## src/hdl/cbp_pkg.sv

```systemverilog
// Constants and types for the bus cycle and prefetch control block
// Overview of operation
// RQ1: With no wait, one opcode byte fetched per clock; fetch ends instruction.
// RQ2: Opcode fetch drives read strobe and fetch marker; memory read only strobe.
// RQ3: Memory read and write cycles last at least one clock plus waits.
// RQ4: I/O read and write cycles last at least two clocks plus waits.
// RQ5: Active low wait input holds the core in wait, stretching the cycle.
// RQ6: Every instruction ends with a prefetch; after a jump, from the target.
// RQ7: Normally the prefetched byte is kept and executed without refetch.
// RQ8: Interrupt entry discards the prefetched byte; it is refetched later.
// RQ9: On interrupt entry the saved program counter is decremented by one.
// RQ10: Either return from interrupt reloads the discarded byte's address.
// RQ11: Bus release keeps the prefetched byte; resume fetching after it.
// RQ12: Accepted bus request floats address, drops strobes, masks ints, grants.
// RQ13: Master holds request low; core stays released until request rises.
// RQ14: Bus granted only at instruction boundaries, except repeating ops.
// RQ15: Repeating block move may grant the bus after every iteration.
// RQ16: Carry flag takes carry out of bit 7 for add, subtract, shift, rotate; rotate right takes bit 0 instead.
// RQ17: Zero flag set when result is zero for the listed operations.
// RQ18: Sign flag set when signed result is negative.
// RQ19: Parity/overflow shows parity for logic ops, overflow for arithmetic.
// RQ20: Loading accumulator from page or refresh copies shadow enable to P/V.
// RQ21: Half carry set on carry out of or borrow into low nibble.
// RQ22: Subtract flag set by subtracts; decimal adjust reads it.
// RQ23: Flag layout: S7 Z6 H4 PV2 N1 C0.
// RQ24: Each sampled active wait adds one clock, strobes and address held.
package cbp_pkg;
   // ==========================================================
   // Cycle lengths and flag positions
   localparam logic [1:0] CBP_MEM_MIN   = 2'h1;
   localparam logic [1:0] CBP_IO_MIN    = 2'h2;
   localparam int         CBP_FL_S      = 7;
   localparam int         CBP_FL_Z      = 6;
   localparam int         CBP_FL_H      = 4;
   localparam int         CBP_FL_PV     = 2;
   localparam int         CBP_FL_N      = 1;
   localparam int         CBP_FL_C      = 0;
   localparam logic [15:0] CBP_PC_RESET = 16'h0000;
   localparam logic [7:0]  CBP_FLAG_RST = 8'h00;

   // ==========================================================
   // Bus cycle kinds requested by the sequencer
   typedef enum logic [2:0] {
      CBP_CYC_MRD  = 3'h0,
      CBP_CYC_MWR  = 3'h1,
      CBP_CYC_IO_READ_STROBE = 3'h2,
      CBP_CYC_IO_WRITE_STROBE = 3'h3
   } cbp_cyc_e;

   // ALU operations; all but CBP_OP_REPEAT_BLOCK_MOVE produce flags
   typedef enum logic [3:0] {
      CBP_OP_ADD  = 4'h0,
      CBP_OP_ADC  = 4'h1,
      CBP_OP_SUB  = 4'h2,
      CBP_OP_SBC  = 4'h3,
      CBP_OP_AND  = 4'h4,
      CBP_OP_OR   = 4'h5,
      CBP_OP_XOR  = 4'h6,
      CBP_OP_RL   = 4'h7,
      CBP_OP_RR   = 4'h8,
      CBP_OP_INC  = 4'h9,
      CBP_OP_DEC  = 4'hA,
      CBP_OP_REPEAT_BLOCK_MOVE = 4'hB
   } cbp_op_e;

   // Sequencer states, one-hot
   typedef enum logic [5:0] {
      CBP_ST_IDLE  = 6'h01,
      CBP_ST_FETCH = 6'h02,
      CBP_ST_DATA  = 6'h04,
      CBP_ST_WAIT  = 6'h08,
      CBP_ST_REL   = 6'h10,
      CBP_ST_EXEC  = 6'h20
   } cbp_st_e;
endpackage : cbp_pkg

```

## src/hdl/cbp_flags.sv

```systemverilog
// Flag generation for the accumulator ALU
`timescale 1ns/1ps
module cbp_flags
   import cbp_pkg::*;
(
   input  wire logic [3:0] op,
   input  wire logic [7:0] opa,
   input  wire logic [7:0] opb,
   input  wire logic       cin,
   input  wire logic       ld_special,
   input  wire logic       shadow_en,
   input  wire logic [7:0] flags_in,
   output logic      [7:0] result,
   output logic      [7:0] flags_out
);
   // ==========================================================
   // Arithmetic
   logic [8:0] sum;
   logic [4:0] half;
   logic       is_sub;
   logic       is_arith;
   logic       is_logic;
   logic       is_shift;
   logic       cy;
   logic       ov;
   logic       c_in_eff;

   assign is_sub   = (op == CBP_OP_SUB) || (op == CBP_OP_SBC) ||
                     (op == CBP_OP_DEC);
   assign is_logic = (op == CBP_OP_AND) || (op == CBP_OP_OR) ||
                     (op == CBP_OP_XOR);
   assign is_shift = (op == CBP_OP_RL) || (op == CBP_OP_RR);
   assign is_arith = !is_logic && !is_shift && (op != CBP_OP_REPEAT_BLOCK_MOVE);
   assign c_in_eff = ((op == CBP_OP_ADC) || (op == CBP_OP_SBC)) && cin;

   always_comb begin
      sum    = 9'h000;
      half   = 5'h00;
      result = opa;
      cy     = flags_in[CBP_FL_C];
      case (op)
         CBP_OP_ADD, CBP_OP_ADC, CBP_OP_INC: begin
            sum  = {1'b0, opa} + {1'b0, opb} + {8'h00, c_in_eff};
            half = {1'b0, opa[3:0]} + {1'b0, opb[3:0]} + {4'h0, c_in_eff};
            result = sum[7:0];
            cy     = (op == CBP_OP_INC) ? flags_in[CBP_FL_C] : sum[8]; // RQ16
         end
         CBP_OP_SUB, CBP_OP_SBC, CBP_OP_DEC: begin
            sum  = {1'b0, opa} - {1'b0, opb} - {8'h00, c_in_eff};
            half = {1'b0, opa[3:0]} - {1'b0, opb[3:0]} - {4'h0, c_in_eff};
            result = sum[7:0];
            cy     = (op == CBP_OP_DEC) ? flags_in[CBP_FL_C] : sum[8]; // RQ16
         end
         CBP_OP_AND: result = opa & opb;
         CBP_OP_OR:  result = opa | opb;
         CBP_OP_XOR: result = opa ^ opb;
         CBP_OP_RL: begin
            result = {opa[6:0], cin};
            cy     = opa[7]; // RQ16
         end
         CBP_OP_RR: begin
            result = {cin, opa[7:1]};
            cy     = opa[0]; // RQ16
         end
         default: result = opa;
      endcase
   end

   // Signed overflow: add operands alike in sign or subtract operands unlike, result sign differs from opa
   assign ov = is_sub ? ((opa[7] != opb[7]) && (result[7] != opa[7]))
                      : ((opa[7] == opb[7]) && (result[7] != opa[7])); // RQ19

   // ==========================================================
   // Flag assembly
   always_comb begin
      flags_out = flags_in;
      if (ld_special) begin
         flags_out[CBP_FL_S]  = opa[7];
         flags_out[CBP_FL_Z]  = (opa == 8'h00);
         flags_out[CBP_FL_PV] = shadow_en; // RQ20
      end else if (op != CBP_OP_REPEAT_BLOCK_MOVE) begin
         flags_out[CBP_FL_S] = result[7]; // RQ18
         flags_out[CBP_FL_Z] = (result == 8'h00); // RQ17
         flags_out[CBP_FL_C] = cy; // RQ16 RQ23
         flags_out[CBP_FL_H] = is_arith ? half[4] : (op == CBP_OP_AND); // RQ21
         flags_out[CBP_FL_N] = is_sub; // RQ22
         flags_out[CBP_FL_PV] = is_arith ? ov : ~^result; // RQ19
      end
   end
endmodule : cbp_flags

```

## src/hdl/cbp_core.sv

```systemverilog
// Bus cycle sequencer with prefetch, bus release and flag register
`timescale 1ns/1ps
module cbp_core
   import cbp_pkg::*;
(
   input  wire logic        clk_sys,
   input  wire logic        rstn,
   // Instruction sequencer side
   input  wire logic        cyc_req,
   input  wire logic [2:0]  cyc_kind,
   input  wire logic [15:0] cyc_addr,
   input  wire logic [7:0]  cyc_wdata,
   input  wire logic        instr_end,
   input  wire logic        jump_take,
   input  wire logic [15:0] jump_target,
   input  wire logic        iter_end,
   input  wire logic        rep_move,
   input  wire logic        int_recog,
   input  wire logic        ret_int,
   input  wire logic        ret_nmi,
   input  wire logic [15:0] ret_addr,
   input  wire logic        interrupt_enable_shadow,
   // ALU side
   input  wire logic        alu_go,
   input  wire logic [3:0]  alu_op,
   input  wire logic [7:0]  alu_b,
   input  wire logic        ld_a_special,
   input  wire logic [7:0]  ld_a_value,
   // Bus side
   input  wire logic        wait_request_in,
   input  wire logic        bus_request_in,
   input  wire logic [7:0]  bus_rdata,
   output logic      [15:0] logical_address,
   output logic             addr_oe_n,
   output logic      [7:0]  bus_wdata,
   output logic             memory_read_strobe,
   output logic             memory_write_strobe,
   output logic             io_read_strobe,
   output logic             io_write_strobe,
   output logic             fetch_cycle_marker,
   output logic             bus_grant_out,
   output logic             int_block,
   // Status
   output logic             cyc_done,
   output logic      [7:0]  rdata,
   output logic      [7:0]  opcode,
   output logic             opcode_valid,
   output logic      [15:0] pc_out,
   output logic      [15:0] saved_pc,
   output logic      [7:0]  acc_out,
   output logic      [7:0]  flags_out
);
   // ==========================================================
   // State
   cbp_st_e     st_reg, st_next;
   logic [15:0] pc_reg, pc_next;
   logic [15:0] addr_reg;
   logic [2:0]  kind_reg;
   logic [1:0]  cnt_reg;
   logic [7:0]  wd_reg;
   logic [7:0]  op_reg;
   logic        opv_reg;
   logic [7:0]  rd_reg;
   logic        done_reg;
   logic [15:0] spc_reg;
   logic [7:0]  acc_reg;
   logic [7:0]  fl_reg;
   logic        is_io;
   logic        waiting;
   logic        last_clk;
   logic        boundary;
   logic        grant_ok;
   logic        fetch_go;
   logic [7:0]  alu_res;
   logic [7:0]  alu_fl;

   function automatic logic [1:0] min_len(input logic [2:0] k);
      min_len = (k == CBP_CYC_IO_READ_STROBE || k == CBP_CYC_IO_WRITE_STROBE) ?
                CBP_IO_MIN : CBP_MEM_MIN;
   endfunction : min_len

   assign is_io    = (kind_reg == CBP_CYC_IO_READ_STROBE) ||
                     (kind_reg == CBP_CYC_IO_WRITE_STROBE);
   assign waiting  = !wait_request_in; // RQ5 RQ24
   assign last_clk = (cnt_reg == 2'h1) && !waiting;
   // Repeating ops may release only per iteration
   assign boundary = instr_end || (rep_move && iter_end); // RQ14 RQ15
   assign grant_ok = !bus_request_in && boundary;
   assign fetch_go = instr_end && bus_request_in; // RQ6

   // ==========================================================
   // Sequencer
   always_comb begin
      st_next = st_reg;
      case (st_reg)
         CBP_ST_IDLE, CBP_ST_EXEC: begin
            if (grant_ok)
               st_next = CBP_ST_REL; // RQ12 RQ14
            else if (fetch_go)
               st_next = CBP_ST_FETCH; // RQ1
            else if (cyc_req)
               st_next = CBP_ST_DATA;
         end
         CBP_ST_FETCH, CBP_ST_DATA: begin
            if (waiting || cnt_reg != 2'h1)
               st_next = st_reg; // RQ3 RQ4 RQ24
            else
               st_next = CBP_ST_EXEC;
         end
         CBP_ST_REL: begin
            if (bus_request_in)
               st_next = CBP_ST_FETCH; // RQ13 RQ11
         end
         default: st_next = CBP_ST_IDLE;
      endcase
   end

   // Program counter moves: jump, interrupt rewind, returns
   always_comb begin
      pc_next = pc_reg;
      if (ret_int || ret_nmi)
         pc_next = ret_addr; // RQ10
      else if (int_recog)
         pc_next = pc_reg - 16'h0001; // RQ8 RQ9
      else if (jump_take)
         pc_next = jump_target; // RQ6
      else if (st_reg == CBP_ST_FETCH && last_clk)
         pc_next = pc_reg + 16'h0001; // RQ11
   end

   always_ff @(posedge clk_sys or negedge rstn) begin
      if (!rstn) begin
         st_reg <= CBP_ST_IDLE;
         pc_reg <= CBP_PC_RESET;
      end else begin
         st_reg <= st_next;
         pc_reg <= pc_next;
      end
   end

   // Cycle capture; address and strobes frozen during waits
   always_ff @(posedge clk_sys or negedge rstn) begin
      if (!rstn) begin
         addr_reg <= 16'h0000;
         kind_reg <= CBP_CYC_MRD;
         cnt_reg  <= 2'h0;
         wd_reg   <= 8'h00;
      end else if (st_next == CBP_ST_FETCH && st_reg != CBP_ST_FETCH) begin
         addr_reg <= pc_next;
         kind_reg <= CBP_CYC_MRD;
         cnt_reg  <= CBP_MEM_MIN;
      end else if (st_next == CBP_ST_DATA && st_reg != CBP_ST_DATA) begin
         addr_reg <= cyc_addr;
         kind_reg <= cyc_kind;
         cnt_reg  <= min_len(cyc_kind); // RQ3 RQ4
         wd_reg   <= cyc_wdata;
      end else if (!waiting && cnt_reg > 2'h1) begin
         cnt_reg <= cnt_reg - 2'h1; // RQ4
      end
   end

   // Prefetched opcode: kept normally, dropped on interrupt entry
   always_ff @(posedge clk_sys or negedge rstn) begin
      if (!rstn) begin
         op_reg   <= 8'h00;
         opv_reg  <= 1'b0;
         rd_reg   <= 8'h00;
         done_reg <= 1'b0;
         spc_reg  <= 16'h0000;
      end else begin
         done_reg <= (st_reg == CBP_ST_FETCH || st_reg == CBP_ST_DATA) &&
                     last_clk;
         if (int_recog) begin
            opv_reg <= 1'b0; // RQ8
            spc_reg <= pc_reg - 16'h0001; // RQ9
         end else if (st_reg == CBP_ST_FETCH && last_clk) begin
            op_reg  <= bus_rdata; // RQ7
            opv_reg <= 1'b1;
         end else if (cyc_req && st_reg == CBP_ST_EXEC) begin
            opv_reg <= 1'b0;
         end
         if (st_reg == CBP_ST_DATA && last_clk)
            rd_reg <= bus_rdata;
      end
   end

   // ==========================================================
   // Accumulator and flags
   cbp_flags u_flags (
      .op         (alu_op),
      .opa        (acc_reg),
      .opb        (alu_b),
      .cin        (fl_reg[CBP_FL_C]),
      .ld_special (ld_a_special),
      .shadow_en  (interrupt_enable_shadow),
      .flags_in   (fl_reg),
      .result     (alu_res),
      .flags_out  (alu_fl)
   );

   always_ff @(posedge clk_sys or negedge rstn) begin
      if (!rstn) begin
         acc_reg <= 8'h00;
         fl_reg  <= CBP_FLAG_RST;
      end else if (ld_a_special) begin
         acc_reg <= ld_a_value;
         fl_reg  <= alu_fl; // RQ20
      end else if (alu_go) begin
         acc_reg <= alu_res;
         fl_reg  <= alu_fl; // RQ16 RQ17 RQ19
      end
   end

   // ==========================================================
   // Outputs; strobes are active low
   wire act = (st_reg == CBP_ST_FETCH) || (st_reg == CBP_ST_DATA);
   wire rel = (st_reg == CBP_ST_REL);
   assign memory_read_strobe  = !(act && kind_reg == CBP_CYC_MRD); // RQ2
   assign memory_write_strobe = !(act && kind_reg == CBP_CYC_MWR);
   assign io_read_strobe      = !(act && kind_reg == CBP_CYC_IO_READ_STROBE);
   assign io_write_strobe     = !(act && kind_reg == CBP_CYC_IO_WRITE_STROBE);
   assign fetch_cycle_marker  = !(st_reg == CBP_ST_FETCH); // RQ2
   assign bus_grant_out       = !rel; // RQ12
   assign addr_oe_n           = rel; // RQ12
   assign int_block           = rel; // RQ12
   assign logical_address     = addr_reg;
   assign bus_wdata           = wd_reg;
   assign cyc_done            = done_reg;
   assign rdata               = rd_reg;
   assign opcode              = op_reg;
   assign opcode_valid        = opv_reg;
   assign pc_out              = pc_reg;
   assign saved_pc            = spc_reg;
   assign acc_out             = acc_reg;
   assign flags_out           = fl_reg;
endmodule : cbp_core

```

## config.mk

```make
export PLATFORM = sky130hd
export DESIGN_NAME = cbp_core
export DESIGN_NICKNAME = d
export VERILOG_FILES = /design/src/hdl/cbp_pkg.sv /design/src/hdl/cbp_flags.sv /design/src/hdl/cbp_core.sv
export SDC_FILE = /design/constraint.sdc
export NUM_CORES = 1
export LEC_CHECK = 0
export BUFFER_PORTS_ARGS = -buffer_cell sky130_fd_sc_hd__buf_2
export CAP_MARGIN = 20
export CORE_ASPECT_RATIO = 0.9
export CORE_MARGIN = 5
export CORE_UTILIZATION = 54
export CTS_BUF_LIST = sky130_fd_sc_hd__clkbuf_16
export CTS_CLUSTER_SIZE = 14
export DETAILED_ROUTE_END_ITERATION = 10
export MAX_ROUTING_LAYER = met4
export PLACE_DENSITY = 0.82
export SETUP_SLACK_MARGIN = 0.3
export SLEW_MARGIN = 0
export SYNTH_ARGS = -nofsm -noshare
export SYNTH_HDL_FRONTEND = slang
export SYNTH_HIERARCHICAL = 1
export SYNTH_SLANG_ARGS = --single-unit
```

## constraint.sdc

```tcl
create_clock -name clk_sys -period 4.9 [get_ports clk_sys]
set_input_delay 0.49 -clock clk_sys [delete_from_list [all_inputs] [get_ports clk_sys]]
set_output_delay 0.49 -clock clk_sys [all_outputs]
set_load 0.005 [all_outputs]
```

* Yosys cells after proc, flatten, opt, wreduce, memory -nomap -nowiden
Cells that the tools add are included. W data, S select, Z words.
Word-level totals: flip-flop bits (word level) 99, output and inout port bits 98, bits of input ports 102, word-level logic and storage cells 156
Operators by class: magnitude comparators 1, equality and inequality tests 30, add/subtract/negate cells 11, bitwise operators 5, mux-type cells 40, reductions and logical operators 56
Operators by type and width (count):
- $mux W16 | 6
- $pmux W8 S7 | 1
- $mux W8 | 4
- $mux W6 | 5
- $logic_and A1 B1 Y1 | 20
- $pmux W6 S3 | 1
- $add A16 B1 Y16 const B | 1
- $eq A4 B3 Y1 const B | 4
- $logic_not A8 Y1 | 2
- $sub A16 B1 Y16 const B | 1
- $mux W2 | 7
- $eq A3 B2 Y1 const B | 4
- $eq A4 B4 Y1 const B | 3
- $eq A6 B2 Y1 const B | 2
- $eq A6 B3 Y1 const B | 2
- $logic_or A1 B1 Y1 | 11
- $mux W1 | 11
- $logic_not A1 Y1 | 10
- $pmux W5 S2 | 1
- $add A8 B8 Y9 | 1
- $add A9 B1 Y9 | 1
- $mux W3 | 3
- $sub A8 B8 Y9 | 1
- $sub A9 B1 Y9 | 1
- 32 further kinds | 40

* Depth between registers and ports, before layout
Gate-level depths: netlist of run 1.
word-level depth 13, mapped depth 22, gate-level depth less buffers 19

* Cells and area by module
The synthesis of run 1 kept the hierarchy.
By module, submodules not included:
- cbp_core | sequential area each 2528.7 sq um, area each 5343.9 sq um, times used 1, cells an instance 532
- cbp_flags | sequential area each 0.0 sq um, area each 2063.2 sq um, times used 1, cells an instance 290

* Worst setup path after synthesis of run 1
Ideal clock, no wire load.
path kind input to register, from in alu_op[3], to reg fl_reg[2] (netlist: flags_out[2]), arrival time 4.406 ns, path buffers 3, path slack 0.369 ns, stages on the path 20, data required time 4.775 ns, setup time 0.125 ns, cells stage by stage buf_2 -> buf_4 -> clkbuf_1 -> nor2_1 -> nand3_1 -> fa_1 -> fa_1 -> o21a_1 -> nor2_1 -> o21ai_1 -> xnor2_1 -> nor2_1 -> o32ai_1 -> ha_1 -> xnor2_1 -> xnor2_1 -> o21ai_0 -> and2_1 -> or3_1 -> mux2_2
Between the ends: word-level cells in the longest chain between the ends 13, elaborated cells on any way between the ends 38, classes of those cells add/sub: 2; eq/ne: 12; mux: 7; reduce/logical: 17
Ends and longest elaborated chain:
- from (decl) | RTL line cbp_core.sv:25 | input wire logic [3:0] alu_op,
- $eq A4 B1 Y1 or $eq A4 B2 Y1 (tied branches) | RTL line cbp_flags.sv:34, cbp_flags.sv:41, cbp_flags.sv:28
- $logic_or A1 B1 Y1 | RTL line cbp_flags.sv:34 | assign c_in_eff = ((op == CBP_OP_ADC) || (op == CBP_OP_SBC)) && cin;
- $logic_and A1 B1 Y1 | RTL line cbp_flags.sv:34
- $sub A9 B1 Y9 or $add A9 B1 Y9 (tied branches) | RTL line cbp_flags.sv:49, cbp_flags.sv:43
- $pmux W8 S7 | RTL line cbp_flags.sv:41 | case (op)
- $ne A1 B1 Y1 | RTL line cbp_flags.sv:70, cbp_flags.sv:71
- $logic_and A1 B1 Y1, on equally long branches | RTL line cbp_flags.sv:71, cbp_flags.sv:70
- $mux W1 | RTL line cbp_flags.sv:70 | assign ov = is_sub ? ((opa[7] != opb[7]) && (result[7] != opa[7]))
- $mux W1 | RTL line cbp_flags.sv:87 | flags_out[CBP_FL_PV] = is_arith ? ov : ~^result;
- $mux W3 * | RTL line cbp_flags.sv:81 | end else if (op != CBP_OP_REPEAT_BLOCK_MOVE) begin
- $mux W1 * | RTL line cbp_flags.sv:77 | if (ld_special) begin
- net alu_fl[2] | RTL line cbp_core.sv:75 | logic [7:0] alu_fl;
- $mux W8 | RTL line cbp_core.sv:208 | end else if (alu_go) begin
- $mux W8 * | RTL line cbp_core.sv:205 | end else if (ld_a_special) begin
- to (signal assigned) | RTL line cbp_core.sv:207 | fl_reg <= alu_fl;
- to (signal assigned) | RTL line cbp_core.sv:210 | fl_reg <= alu_fl;
- to (decl) | RTL line cbp_core.sv:67 | logic [7:0] fl_reg;
The timed path passes the listed nets; every way through them passes the cells marked *. The select of a mux whose other input is x is not followed. A chain may end at the register's enable or synchronous reset.

* Worst setup path after layout of run 1
from reg acc_reg[0] (netlist: acc_out[0]), to reg fl_reg[2] (netlist: flags_out[2])
Between the ends: word-level cells in the longest chain between the ends 11, elaborated cells on any way between the ends 18, classes of those cells add/sub: 4; eq/ne: 1; mux: 7; bitwise: 3; reduce/logical: 3
Ends and longest elaborated chain:
- from (decl) | RTL line cbp_core.sv:66 | logic [7:0] acc_reg;
- from (signal assigned) | RTL line cbp_core.sv:206 | acc_reg <= ld_a_value;
- from (signal assigned) | RTL line cbp_core.sv:209 | acc_reg <= alu_res;
- $sub A8 B8 Y9 or $add A8 B8 Y9 (tied branches) | RTL line cbp_flags.sv:49, cbp_flags.sv:43
- $sub A9 B1 Y9 or $add A9 B1 Y9 (tied branches) | RTL line cbp_flags.sv:49, cbp_flags.sv:43
- $pmux W8 S7 * | RTL line cbp_flags.sv:41
- $ne A1 B1 Y1 | RTL line cbp_flags.sv:70, cbp_flags.sv:71
- $logic_and A1 B1 Y1, on equally long branches | RTL line cbp_flags.sv:71, cbp_flags.sv:70
- $mux W1 | RTL line cbp_flags.sv:70
- $mux W1 * | RTL line cbp_flags.sv:87
- $mux W3 * | RTL line cbp_flags.sv:81
- $mux W1 * | RTL line cbp_flags.sv:77
- net alu_fl[2] | RTL line cbp_core.sv:75
- $mux W8 | RTL line cbp_core.sv:208
- $mux W8 * | RTL line cbp_core.sv:205
Marked as above.

==> flow_summary.json, run 1 <==
{
  "status": "finished, final reports clean",
  "crit_arrival_ns": 4.39,
  "max_stage_delay_ns": 0.53,
  "max-cap-violations": 0,
  "rows": 40,
  "drt-pass1-iter-count": 5,
  "hold_class": "primary input to asynchronous set/reset pin",
  "finalWorstSetupSlack_ns": 0.737,
  "grt_max_degree": 59,
  "antenna_left": 0,
  "worstMarginPinSlew_ns": 0.949,
  "worst_setup_path_end_kind": "flop",
  "finalCoreUtilization": 0.648,
  "area_growth_syn_to_layout_pct": 17.3,
  "synth_fp_nets": 965,
  "dpl-instance-area_um2": 8400,
  "first_iter_violations": 844,
  "clock-sinks": 101,
  "critical-path-slowest-cell": "dfrtp_1",
  "pwr_density_cell_nw_per_um2": 342,
  "dp_slack_ns": 0.471,
  "seqPwrFrac": 0.404,
  "finalSetupTns_ns": 0,
  "n_antenna_cell": 0,
  "hpwl_um": 17300,
  "crit_type": "flop to flop",
  "finalHoldViolCount": 0,
  "wl_per_cell_um": 19.9,
  "fmax_mhz": 240,
  "fin_skew_ns": 0.0115,
  "rsz0062_at_grt": "no",
  "pwr-share-comb": 0.365,
  "port_buffers": 199,
  "overflow": 0,
  "cts_max_level": 3,
  "io_pins": 200,
  "tritoncts": "done",
  "finalPower_mw": 2.97,
  "final_cell_mix": "198 x buf_2, 99 x dfrtp_1, 76 x nand2_1",
  "cts_root_buffer": "clkbuf_16",
  "use_met1": 0.429,
  "num-fill-cells": 1138,
  "design_area_um2": 8690,
  "async_flop_share": 1.00,
  "start_util": 0.552,
  "p_sw_frac": 0.363,
  "gp_congestion": 0.999,
  "r2r_setup_slack_ns": 0.74,
  "yosys_most_used_dff": "dfrtp_1",
  "first_global_vias": 6789,
  "p_int_mw": 1.89,
  "gr-usage-met3": 0.0468,
  "clk_path_buf_depth": 2,
  "drcViolationCount": 0,
  "ys_ff_latch": 101,
  "wl_um": 23100,
  "ir_worst_vdd_mv": 0.330,
  "routed_via_density": 6.22,
  "setup_viol": 0,
  "postCtsSetupRepairBufs": 0,
  "grt_usage": 0.291,
  "switchingPower_mw": 1.08,
  "drive_gt1_frac": 0.276,
  "cts_buffers": 9,
  "synth_cell_types": 98,
  "yosys_warnings": 6,
  "startpoint_type": "flop",
  "path_common_cell": "xnor2_1",
  "dieWidth_um": 133,
  "finalCriticalPeriod_ns": 4.16,
  "grt_pass1_wl_um": 36600,
  "syn_area_per_cell_um2": 9.01,
  "die_area_um2": 16200,
  "synth-edff-count": 0,
  "fin_nets": 1131,
  "antenna_found_initial": 0,
  "critPathMaxFanout": 9,
  "critPathRequiredTime_ns": 5.13,
  "netlist_area_um2": 7410,
  "finalMaxSlewViolations": 0,
  "slew_headroom": 0.365,
  "syn_inst": 822,
  "leakage_nw": 4.15,
  "fp.dieH_um": 121,
  "gr-max-usage-layer": "met1",
  "final_common_cell": "buf_2",
  "worstPathCellList": "fa_1 -> fa_1 -> o21a_1 -> nor2_1 -> o21ai_1 -> xnor2_1 -> nor2_1 -> o32ai_1 -> ha_1 -> xnor2_1 -> xnor2_1 -> o21ai_0 -> and2_1 -> or3_1 -> mux2_2",
  "cts.clk_slew.worst_paths_ns": 0.07,
  "clkPwrFrac": 0.231,
  "core_area_um2": 13400,
  "clock_latency_ns": 0.35,
  "met2_usage": 0.421,
  "vias": 7220,
  "ys_seq_area_frac": 0.341,
  "period_share": 0.850
}
==> Yosys cell counts (8+ instances only) <==
master,n,area [µm²]
a22oi_1,10,75.1
clkbuf_1,24,90.1
o22ai_1,8,50.1
a21oi_1,48,240
nand2_1,76,285
a31oi_1,10,62.6
a21o_1,15,113
a22o_1,9,78.8
xnor2_1,20,175
nor3_1,9,45.0
nand4_1,8,50.1
inv_1,44,165
buf_2,14,70.1
dfrtp_1,100,2500
o21ai_0,35,175
xor2_1,9,78.8
nand2b_1,10,62.6
nor2_1,60,225
o21ai_1,26,130
mux2_2,18,203
o211ai_1,11,82.6
nor4_1,10,62.6
ha_1,37,463
mux2_1,16,180
mux2i_1,12,120
o21a_1,9,67.6
nand3_1,13,65.1
==> worst max-delay path: cells and delay by family, from the launching register on <==
kind,cells,cell delay [ns]
and+or+nand+nor,4,0.83
AOI/OAI and AO/OA,4,0.74
xor gates and xnor gates,3,0.45
muxes,1,0.26
DFF,1,0.53
adders and majority gates,3,1.23
==> what timing repair did <==
item	CTS	global route
resized for setup	0	1
hold buffers	0	0
setup endpoints to repair	0	1
==> through the flow <==
stage | std cells | hold WS [ns]
after global placement | 1145 | 0.459
after floorplan | 822 | 0.194
after CTS | 1161 | 0.218
after global routing | 1161 | 0.257
final | 1161 | 0.203
after detailed placement | 1145 | 0.466
==> cell families (layout without fill, tap and decap cells) <==
group | count (synthesis) | after routing | share of synthesized area
AO/OA/AOI/OAI | 250 | 250 | 0.233
XOR/XNOR | 29 | 29 | 0.0343
adder cells (fa/ha/maj) | 41 | 41 | 0.0733
buffers and inverters | 100 | 271 | 0.0611
flip-flops | 101 | 101 | 0.341
multiplexers | 48 | 48 | 0.0728
other | 1 | 1 | 0.000506
AND/OR/NAND/NOR | 252 | 252 | 0.183
==> power groups by stage <==
stage	combinational (mW)	sequential [mW]	clock, mW
after floorplan	0.686	1.18	0
after global placement	1.06	1.21	0
after detailed placement	1.07	1.21	0
after CTS	1.08	1.20	0.709
after global routing	1.19	1.23	0.740
final	1.08	1.20	0.687
==> worst paths after layout <==
| kind | startpoint | endpoint | depth (start not counted) |
|---|---|---|---|
| worst max-delay path | acc_out[0] | flags_out[2] | 15 |
| worst min-delay path | rstn | saved_pc[5] | 1 |
| worst max register to register | acc_out[0] | flags_out[2] | 15 |
| worst min register to register | saved_pc[8] | saved_pc[8] | 1 |
| max in group asynchronous | rstn | st_reg[0] | 2 |
| min in group clk_sys | ld_a_value[0] | acc_out[0] | 3 |
==> layer usage <==
layer  vias to the layer above  wire, µm
li1                       3341         -
met1                      3413     10500
met2                       438     10000
met3                        28      2180
met4                         0       364
met5                         -         0
==> layout make-up <==
cell class / instances / area [µm²] / share of cell area
timing repair buffer: 207 / 1060 / 0.122
clock buffer: 9 / 225 / 0.0259
inverter: 48 / 180 / 0.0207
clock inverter: 7 / 57.6 / 0.00663
multi-input combinational: 621 / 4430 / 0.509
sequential: 101 / 2530 / 0.291
tap: 168 / 210 / 0.0242
Power figures use the tool's default switching activity.
==> inputs of run 2 (changes only) <==
--- a/config.mk
+++ b/config.mk
@@ -5,16 +5,17 @@
 export SDC_FILE = /design/constraint.sdc
 export NUM_CORES = 1
 export LEC_CHECK = 0
+export ABC_AREA = 1
 export BUFFER_PORTS_ARGS = -buffer_cell sky130_fd_sc_hd__buf_2
 export CAP_MARGIN = 20
 export CORE_ASPECT_RATIO = 0.9
 export CORE_MARGIN = 5
-export CORE_UTILIZATION = 54
+export CORE_UTILIZATION = 55
 export CTS_BUF_LIST = sky130_fd_sc_hd__clkbuf_16
 export CTS_CLUSTER_SIZE = 14
 export DETAILED_ROUTE_END_ITERATION = 10
 export MAX_ROUTING_LAYER = met4
-export PLACE_DENSITY = 0.82
+export PLACE_DENSITY = 0.83
 export SETUP_SLACK_MARGIN = 0.3
 export SLEW_MARGIN = 0
 export SYNTH_ARGS = -nofsm -noshare
==> constraint.sdc (replaced) <==
create_clock -name clk_sys -period 4.05 [get_ports clk_sys]
set_input_delay 0.405 -clock clk_sys [delete_from_list [all_inputs] [get_ports clk_sys]]
set_output_delay 0.405 -clock clk_sys [all_outputs]
set_load 0.005 [all_outputs]
==> run 2 against run 1 <==
Net effect:
- flip-flop and latch count stayed put
- clock-buffer cell count stayed put
- global-route usage is 0.10 points higher
- synthesized cell count is 36% higher
- non-clock buffer count is 7 higher
- critical endpoint unchanged
- critical path depth is 16 higher
- combinational power is 39% higher
- hold slack worse by 0.034 ns
- critical path type is now primary input to flop
- sequential share of layout area is 1.9 points lower
==> flow_summary.json, run 2 <==
{
  "crit_arrival_ns": 3.76,
  "finalMaxSlewViolations": 0,
  "leakage_nw": 5.12,
  "met2_usage": 0.443,
  "crit_type": "primary input to flop",
  "final_cell_mix": "345 x nand2_1, 198 x buf_2, 128 x inv_1",
  "yosysMostFrequentCell": "nand2_1",
  "finalSetupTns_ns": 0,
  "fin_skew_ns": 0.00540,
  "period_share": 0.865,
  "hold_class": "primary input to asynchronous set/reset pin",
  "postCtsHoldBufs": 0,
  "die_area_um2": 16500,
  "finalCriticalPeriod_ns": 3.50,
  "cts_buffers": 9,
  "status": "finished, final reports clean",
  "switchingPower_mw": 1.46,
  "routed_via_density": 5.37,
  "seqPwrFrac": 0.372,
  "fmax_mhz": 285,
  "clkPwrFrac": 0.231,
  "syn_area_per_cell_um2": 6.94,
  "cts_max_level": 3,
  "yosys.area.top_type_share": 0.324,
  "pwr-share-comb": 0.397,
  "whs_ns": 0.169,
  "ff2ff_path_depth": 24,
  "wl_um": 23600,
  "synth-edff-count": 0,
  "max-cap-violations": 0,
  "p_sw_frac": 0.384,
  "synth_top_area_cell": "dfrtp_1",
  "drive_gt1_frac": 0.268,
  "tritoncts": "done",
  "port_buffers": 199,
  "cts.clk_slew.worst_paths_ns": 0.07,
  "critPathRequiredTime_ns": 4.30,
  "async_flop_share": 1.00,
  "netlist_area_um2": 7730,
  "start_util": 0.556,
  "yosys_most_used_dff": "dfrtp_1",
  "synth_commonest_cells": "348 x nand2_1, 133 x inv_1, 107 x nor2_1, 100 x dfrtp_1, 72 x nand3_1",
  "use_met1": 0.388,
  "fp.dieH_um": 122,
  "clk_path_buf_depth": 2,
  "drt-pass1-iter-count": 5,
  "dpl-instance-area_um2": 8840,
  "path_common_cell": "nand2_1",
  "drcViolationCount": 0,
  "cts_root_buffer": "clkbuf_16",
  "finalHoldViolCount": 0,
  "worstMarginPinSlew_ns": 0.980,
  "synthTopCellsByArea": "dfrtp_1 32%, nand2_1 17%, inv_1 6.5%, ha_1 6.0%, nor2_1 5.2%",
  "first_global_vias": 7728,
  "register_area_um2": 2530,
  "worst_setup_path_end_kind": "flop",
  "antenna_found_initial": 1,
  "ir_worst_vdd_mv": 0.299,
  "gr-usage-met3": 0.0705,
  "first_iter_violations": 597,
  "num-fill-cells": 1245,
  "antenna_left": 0,
  "wl_per_cell_um": 15.7,
  "dieWidth_um": 135,
  "slew_headroom": 0.346,
  "hpwl_um": 18100,
  "clock-sinks": 101,
  "io_pins": 200,
  "final_common_cell": "nand2_1",
  "overflow": 0,
  "core_area_um2": 13900,
  "clock_latency_ns": 0.36,
  "area_growth_syn_to_layout_pct": 20.1,
  "startpoint_type": "primary input",
  "p_int_mw": 2.33,
  "syn_inst": 1114,
  "ys_ff_latch": 101,
  "pwr_density_cell_nw_per_um2": 408,
  "multi_input_area_um2": 4500,
  "critical-path-slowest-cell": "fa_2",
  "rsz0062_at_grt": "yes",
  "critPathMaxFanout": 4,
  "vias": 8068,
  "gp_congestion": 1.02,
  "synth_fp_nets": 1257,
  "gr-max-usage-layer": "met2",
  "grt_usage": 0.292,
  "grt_pass1_wl_um": 37600,
  "rows": 41,
  "setup_viol": 0,
  "ys_seq_area_frac": 0.327,
  "max_stage_delay_ns": 0.36,
  "grt_max_degree": 72,
  "synth_cell_types": 60,
  "yosys_warnings": 6,
  "design_area_um2": 9280,
  "fin_nets": 1447
}
## run 2: cell types whose count changed in the layout (fill, tap and decap cells not counted), moves of 16 or more
cell | before | now
mux2_2 | 18 | 0
o21ai_0 | 35 | 54
mux2_1 | 16 | 0
xnor2_1 | 20 | 2
inv_1 | 45 | 128
nor2_1 | 60 | 105
a21oi_1 | 48 | 23
nand3_2 | 0 | 18
o21ai_1 | 26 | 10
inv_2 | 4 | 28
nand2_1 | 76 | 345
nand3_1 | 13 | 71
## run 2: final timing paths
path,start,end,slack (ns)
setup reg to reg,flags_out[0],flags_out[2],0.57
max in group asynchronous,rstn,st_reg[0],2.93
hold / removal,rstn,st_reg[4],0.17
hold reg to reg,bus_wdata[0],bus_wdata[0],0.47
min in group clk_sys,cyc_wdata[1],bus_wdata[1],0.25
setup / recovery,alu_op[2],flags_out[2],0.55
## run 2: area by class of cell
type                    instances  area share
diodes                          1    0.000270
well taps                     193      0.0260
clock inverters                 7     0.00714
multi-input cells             819       0.484
flip-flops and latches        101       0.272
inverters                     159      0.0654
repair buffers                214       0.120
clock buffers                   9      0.0243
## run 2: repair_timing
item                       in CTS  in global routing
setup buffers                   1                  4
pin swaps                       0                 22
setup endpoints to repair       1                  1
resized for setup               0                 35
## run 2: cell families (layout without fill, tap and decap cells)
family | after synthesis | in the layout | synth area share
AOI/OAI and AO/OA | 141 | 141 | 0.111
xor gates and xnor gates | 15 | 15 | 0.0170
adders and majority gates | 41 | 41 | 0.0703
buffers and inverters | 194 | 389 | 0.105
DFF | 101 | 101 | 0.327
other | 1 | 2 | 0.000485
and+or+nand+nor | 621 | 621 | 0.369
## run 2: power by group through the flow
stage	clock network [mW]	logic [mW]	registers, mW
finish	0.876	1.50	1.41
global route	0.929	1.68	1.44
CTS	0.888	1.41	1.41
detailed placement	0	1.40	1.42
global placement	0	1.37	1.41
floorplan	0	0.889	1.41
## run 2: routing by layer
layer  part of all wire  wire length (µm)
met5                  0                 0
met4              0.028               658
met3              0.086              2030
met2               0.45             10600
met1               0.43             10300
## run 2: per-stage QoR
stage               std cells   util  power (mW)  setup WS, ns
floorplan                1114      -        2.30         0.427
global placement         1481  0.636        2.78        0.0407
detailed placement       1481  0.636        2.82       -0.0270
CTS                      1498  0.657        3.71         0.323
global route             1503  0.668        4.05         0.283
finish                   1503  0.668        3.79         0.545
## run 2: critical path: cells and delay by family
kind / cells / cell delay [ns]
AOI/OAI and AO/OA: 1 / 0.05
adders and majority gates: 3 / 0.79
xor gates and xnor gates: 2 / 0.28
buffers and inverters: 6 / 0.55
and+or+nand+nor: 19 / 1.71
==> inputs of run 3 (changes only) <==
--- a/config.mk
+++ b/config.mk
@@ -10,15 +10,14 @@
 export CAP_MARGIN = 20
 export CORE_ASPECT_RATIO = 0.9
 export CORE_MARGIN = 5
-export CORE_UTILIZATION = 55
+export CORE_UTILIZATION = 53
 export CTS_BUF_LIST = sky130_fd_sc_hd__clkbuf_16
 export CTS_CLUSTER_SIZE = 14
 export DETAILED_ROUTE_END_ITERATION = 10
 export MAX_ROUTING_LAYER = met4
-export PLACE_DENSITY = 0.83
+export PLACE_DENSITY = 0.81
 export SETUP_SLACK_MARGIN = 0.3
 export SLEW_MARGIN = 0
 export SYNTH_ARGS = -nofsm -noshare
 export SYNTH_HDL_FRONTEND = slang
-export SYNTH_HIERARCHICAL = 1
 export SYNTH_SLANG_ARGS = --single-unit
==> run 3 against run 2 <==
Net effect:
- critical path depth is 10 lower
- final area fell by 7.7%
- clock-buffer cell count is the same
- setup slack worse by 0.092 ns
- synthesized area fell by 9.0%
- register-to-register slack lost 0.12 ns
==> flow_summary.json, run 3 <==
{
  "crit_type": "flop to flop",
  "routed_via_density": 5.57,
  "wl_met2_um": 10100,
  "worst_setup_path_end_kind": "flop",
  "yosysMostFrequentCell": "nand2_1",
  "synth_commonest_cells": "244 x nand2_1, 118 x inv_1, 107 x nor2_1, 98 x dfrtp_1, 65 x nand3_1",
  "grt_usage": 0.289,
  "finalHoldViolCount": 0,
  "drt-pass1-iter-count": 5,
  "first_iter_violations": 1087,
  "clock_latency_ns": 0.36,
  "hpwl_um": 17600,
  "antenna_left": 0,
  "ff2ff_path_depth": 21,
  "r2r-end": "flags_out[2]",
  "vias": 7432,
  "fp.dieH_um": 119,
  "grt_max_degree": 77,
  "tritoncts": "done",
  "netlist_area_um2": 7030,
  "wl_per_cell_um": 17.0,
  "startpoint_type": "flop",
  "dieWidth_um": 131,
  "synthTopCellsByArea": "dfrtp_1 35%, nand2_1 13%, ha_1 6.6%, inv_1 6.3%, nor2_1 5.7%",
  "clock-sinks": 99,
  "io_pins": 200,
  "drcViolationCount": 0,
  "dpl-instance-area_um2": 8170,
  "slew_headroom": 0.332,
  "drive_gt1_frac": 0.252,
  "die_area_um2": 15700,
  "status": "finished, final reports clean",
  "syn_area_per_cell_um2": 7.30,
  "setup_viol": 0,
  "r2r_setup_slack_ns": 0.45,
  "grt_pass1_wl_um": 36000,
  "critPathMaxFanout": 4,
  "critPathRequiredTime_ns": 4.30,
  "first_global_vias": 6913,
  "fmax_mhz": 278,
  "reg2reg_from": "flags_out[0]",
  "worstMarginPinSlew_ns": 1.00,
  "start_util": 0.534,
  "synth_top_area_cell": "dfrtp_1",
  "crit_arrival_ns": 3.85,
  "yosys.area.top_type_share": 0.349,
  "port_buffers": 197,
  "critical-path-slowest-cell": "fa_1",
  "fin_nets": 1303,
  "cts_max_level": 3,
  "rsz0062_at_grt": "no",
  "path_common_cell": "nor2_1",
  "leakage_nw": 4.63,
  "max_stage_delay_ns": 0.52,
  "finalSetupTns_ns": 0,
  "path_buf_inv": 3,
  "finalMaxSlewViolations": 0,
  "core_area_um2": 13200,
  "antenna_found_initial": 1,
  "clk_path_buf_depth": 2,
  "yosys_warnings": 0,
  "yosys_most_used_dff": "dfrtp_1",
  "drt-met1-wl_um": 9820,
  "area_growth_syn_to_layout_pct": 21.7,
  "ys_ff_latch": 99,
  "design_area_um2": 8560,
  "period_share": 0.888,
  "final_common_cell": "nand2_1",
  "cts_root_buffer": "clkbuf_16",
  "hold_class": "primary input to asynchronous set/reset pin",
  "fin_skew_ns": 0.00920,
  "wl_um": 22600,
  "synth-edff-count": 0,
  "pwr_density_cell_nw_per_um2": 415,
  "cts.clk_slew.worst_paths_ns": 0.08,
  "worstPathCellList": "nand3_2 -> inv_2 -> fa_1 -> inv_2 -> ha_2 -> or2_4 -> fa_2 -> or2_4 -> a21oi_4 -> o21ai_1 -> a21oi_1 -> nor3_1 -> nor2_1 -> inv_1 -> ha_4 -> xnor2_2 -> xnor2_1 -> nor2_1 -> nor2_1 -> nand2_1 -> nand2_1",
  "synth_cell_types": 52,
  "gp_congestion": 1.01,
  "finalCoreUtilization": 0.651,
  "overflow": 0,
  "ys_seq_area_frac": 0.352,
  "async_flop_share": 1.00,
  "critPathTopFamily": "adder cells",
  "highest_layer": "met4",
  "syn_inst": 963,
  "finalCriticalPeriod_ns": 3.60,
  "ir_worst_vdd_mv": 0.355,
  "cts_buffers": 9,
  "final_cell_mix": "243 x nand2_1, 196 x buf_2, 116 x inv_1",
  "dr_wl_met3_um": 2220,
  "max-cap-violations": 0,
  "rows": 40
}
## run 3: cell types whose count changed in the layout (fill, tap and decap cells not counted), sizes merged, moves of 6 or more
| cell | change |
|---|---|
| nand3 | -25 |
| inv | -35 |
| a22oi | +19 |
| nor3 | +14 |
| a21oi | +11 |
| nand4 | -6 |
| nand2 | -116 |
| o21ai | -20 |
| nor2 | -7 |
| o22ai | +8 |
| mux2 | +16 |
## run 3: logic make-up (layout without fill, tap and decap cells)
| family | Yosys count | in the layout | share of synthesized area |
|---|---|---|---|
| mux | 16 | 16 | 0.0256 |
| xor+xnor | 18 | 18 | 0.0224 |
| flops | 99 | 99 | 0.352 |
| fa+ha+maj | 41 | 41 | 0.0772 |
| other cells | 1 | 4 | 0.000533 |
| compound gates | 155 | 155 | 0.135 |
| buf+inv | 149 | 349 | 0.0864 |
| simple gates | 484 | 484 | 0.301 |
## run 3: per-layer routing
metal  up-vias  GRT usage
met3        41     0.0693
met2       393      0.431
met4         0     0.0726
met5         -          -
met1      3444      0.398
li1       3554          -
## run 3: worst max-delay path by stage
| stage | from | to | slack, ns | depth (start not counted) |
|---|---|---|---|---|
| CTS | flags_out[0] | flags_out[2] | 0.30 | 23 |
| floorplan | alu_op[2] | flags_out[2] | 0.32 | 23 |
| detailed placement | alu_op[2] | flags_out[2] | 0.01 | 24 |
| global placement | alu_op[2] | flags_out[2] | 0.05 | 24 |
| finish | flags_out[0] | flags_out[2] | 0.45 | 21 |
| global route | flags_out[0] | flags_out[2] | 0.27 | 21 |
## run 3: metrics by stage
stage | total power, mW | std cells | hold WS [ns] | worst slack (ns)
floorplan | 2.12 | 965 | 0.109 | 0.316
global placement | 2.58 | 1313 | 0.457 | 0.0502
detailed placement | 2.63 | 1313 | 0.461 | 0.0134
CTS | 3.52 | 1332 | 0.219 | 0.303
global route | 3.79 | 1334 | 0.243 | 0.269
finish | 3.55 | 1334 | 0.186 | 0.453
## run 3: where the power goes
group          internal, mW  switching, mW
clock network         0.435          0.428
registers              1.21          0.157
logic                 0.562          0.762
total                  2.20           1.35
## run 3: area by class of cell
cell class / instances / area (µm²)
clock inverters: 7 / 66.3
repair buffers: 211 / 1090
clock buffers: 9 / 225
well taps: 168 / 210
fillers: 1204 / 4600
diodes: 1 / 2.50
flip-flops and latches: 99 / 2480
inverters: 122 / 458
multi-input cells: 717 / 4030
## run 3: what timing repair did
action | CTS | global route
pin swaps | 9 | 11
setup buffers | 3 | 1
resized for setup | 7 | 9
endpoints found under the setup margin | 1 | 1
hold buffers | 0 | 0
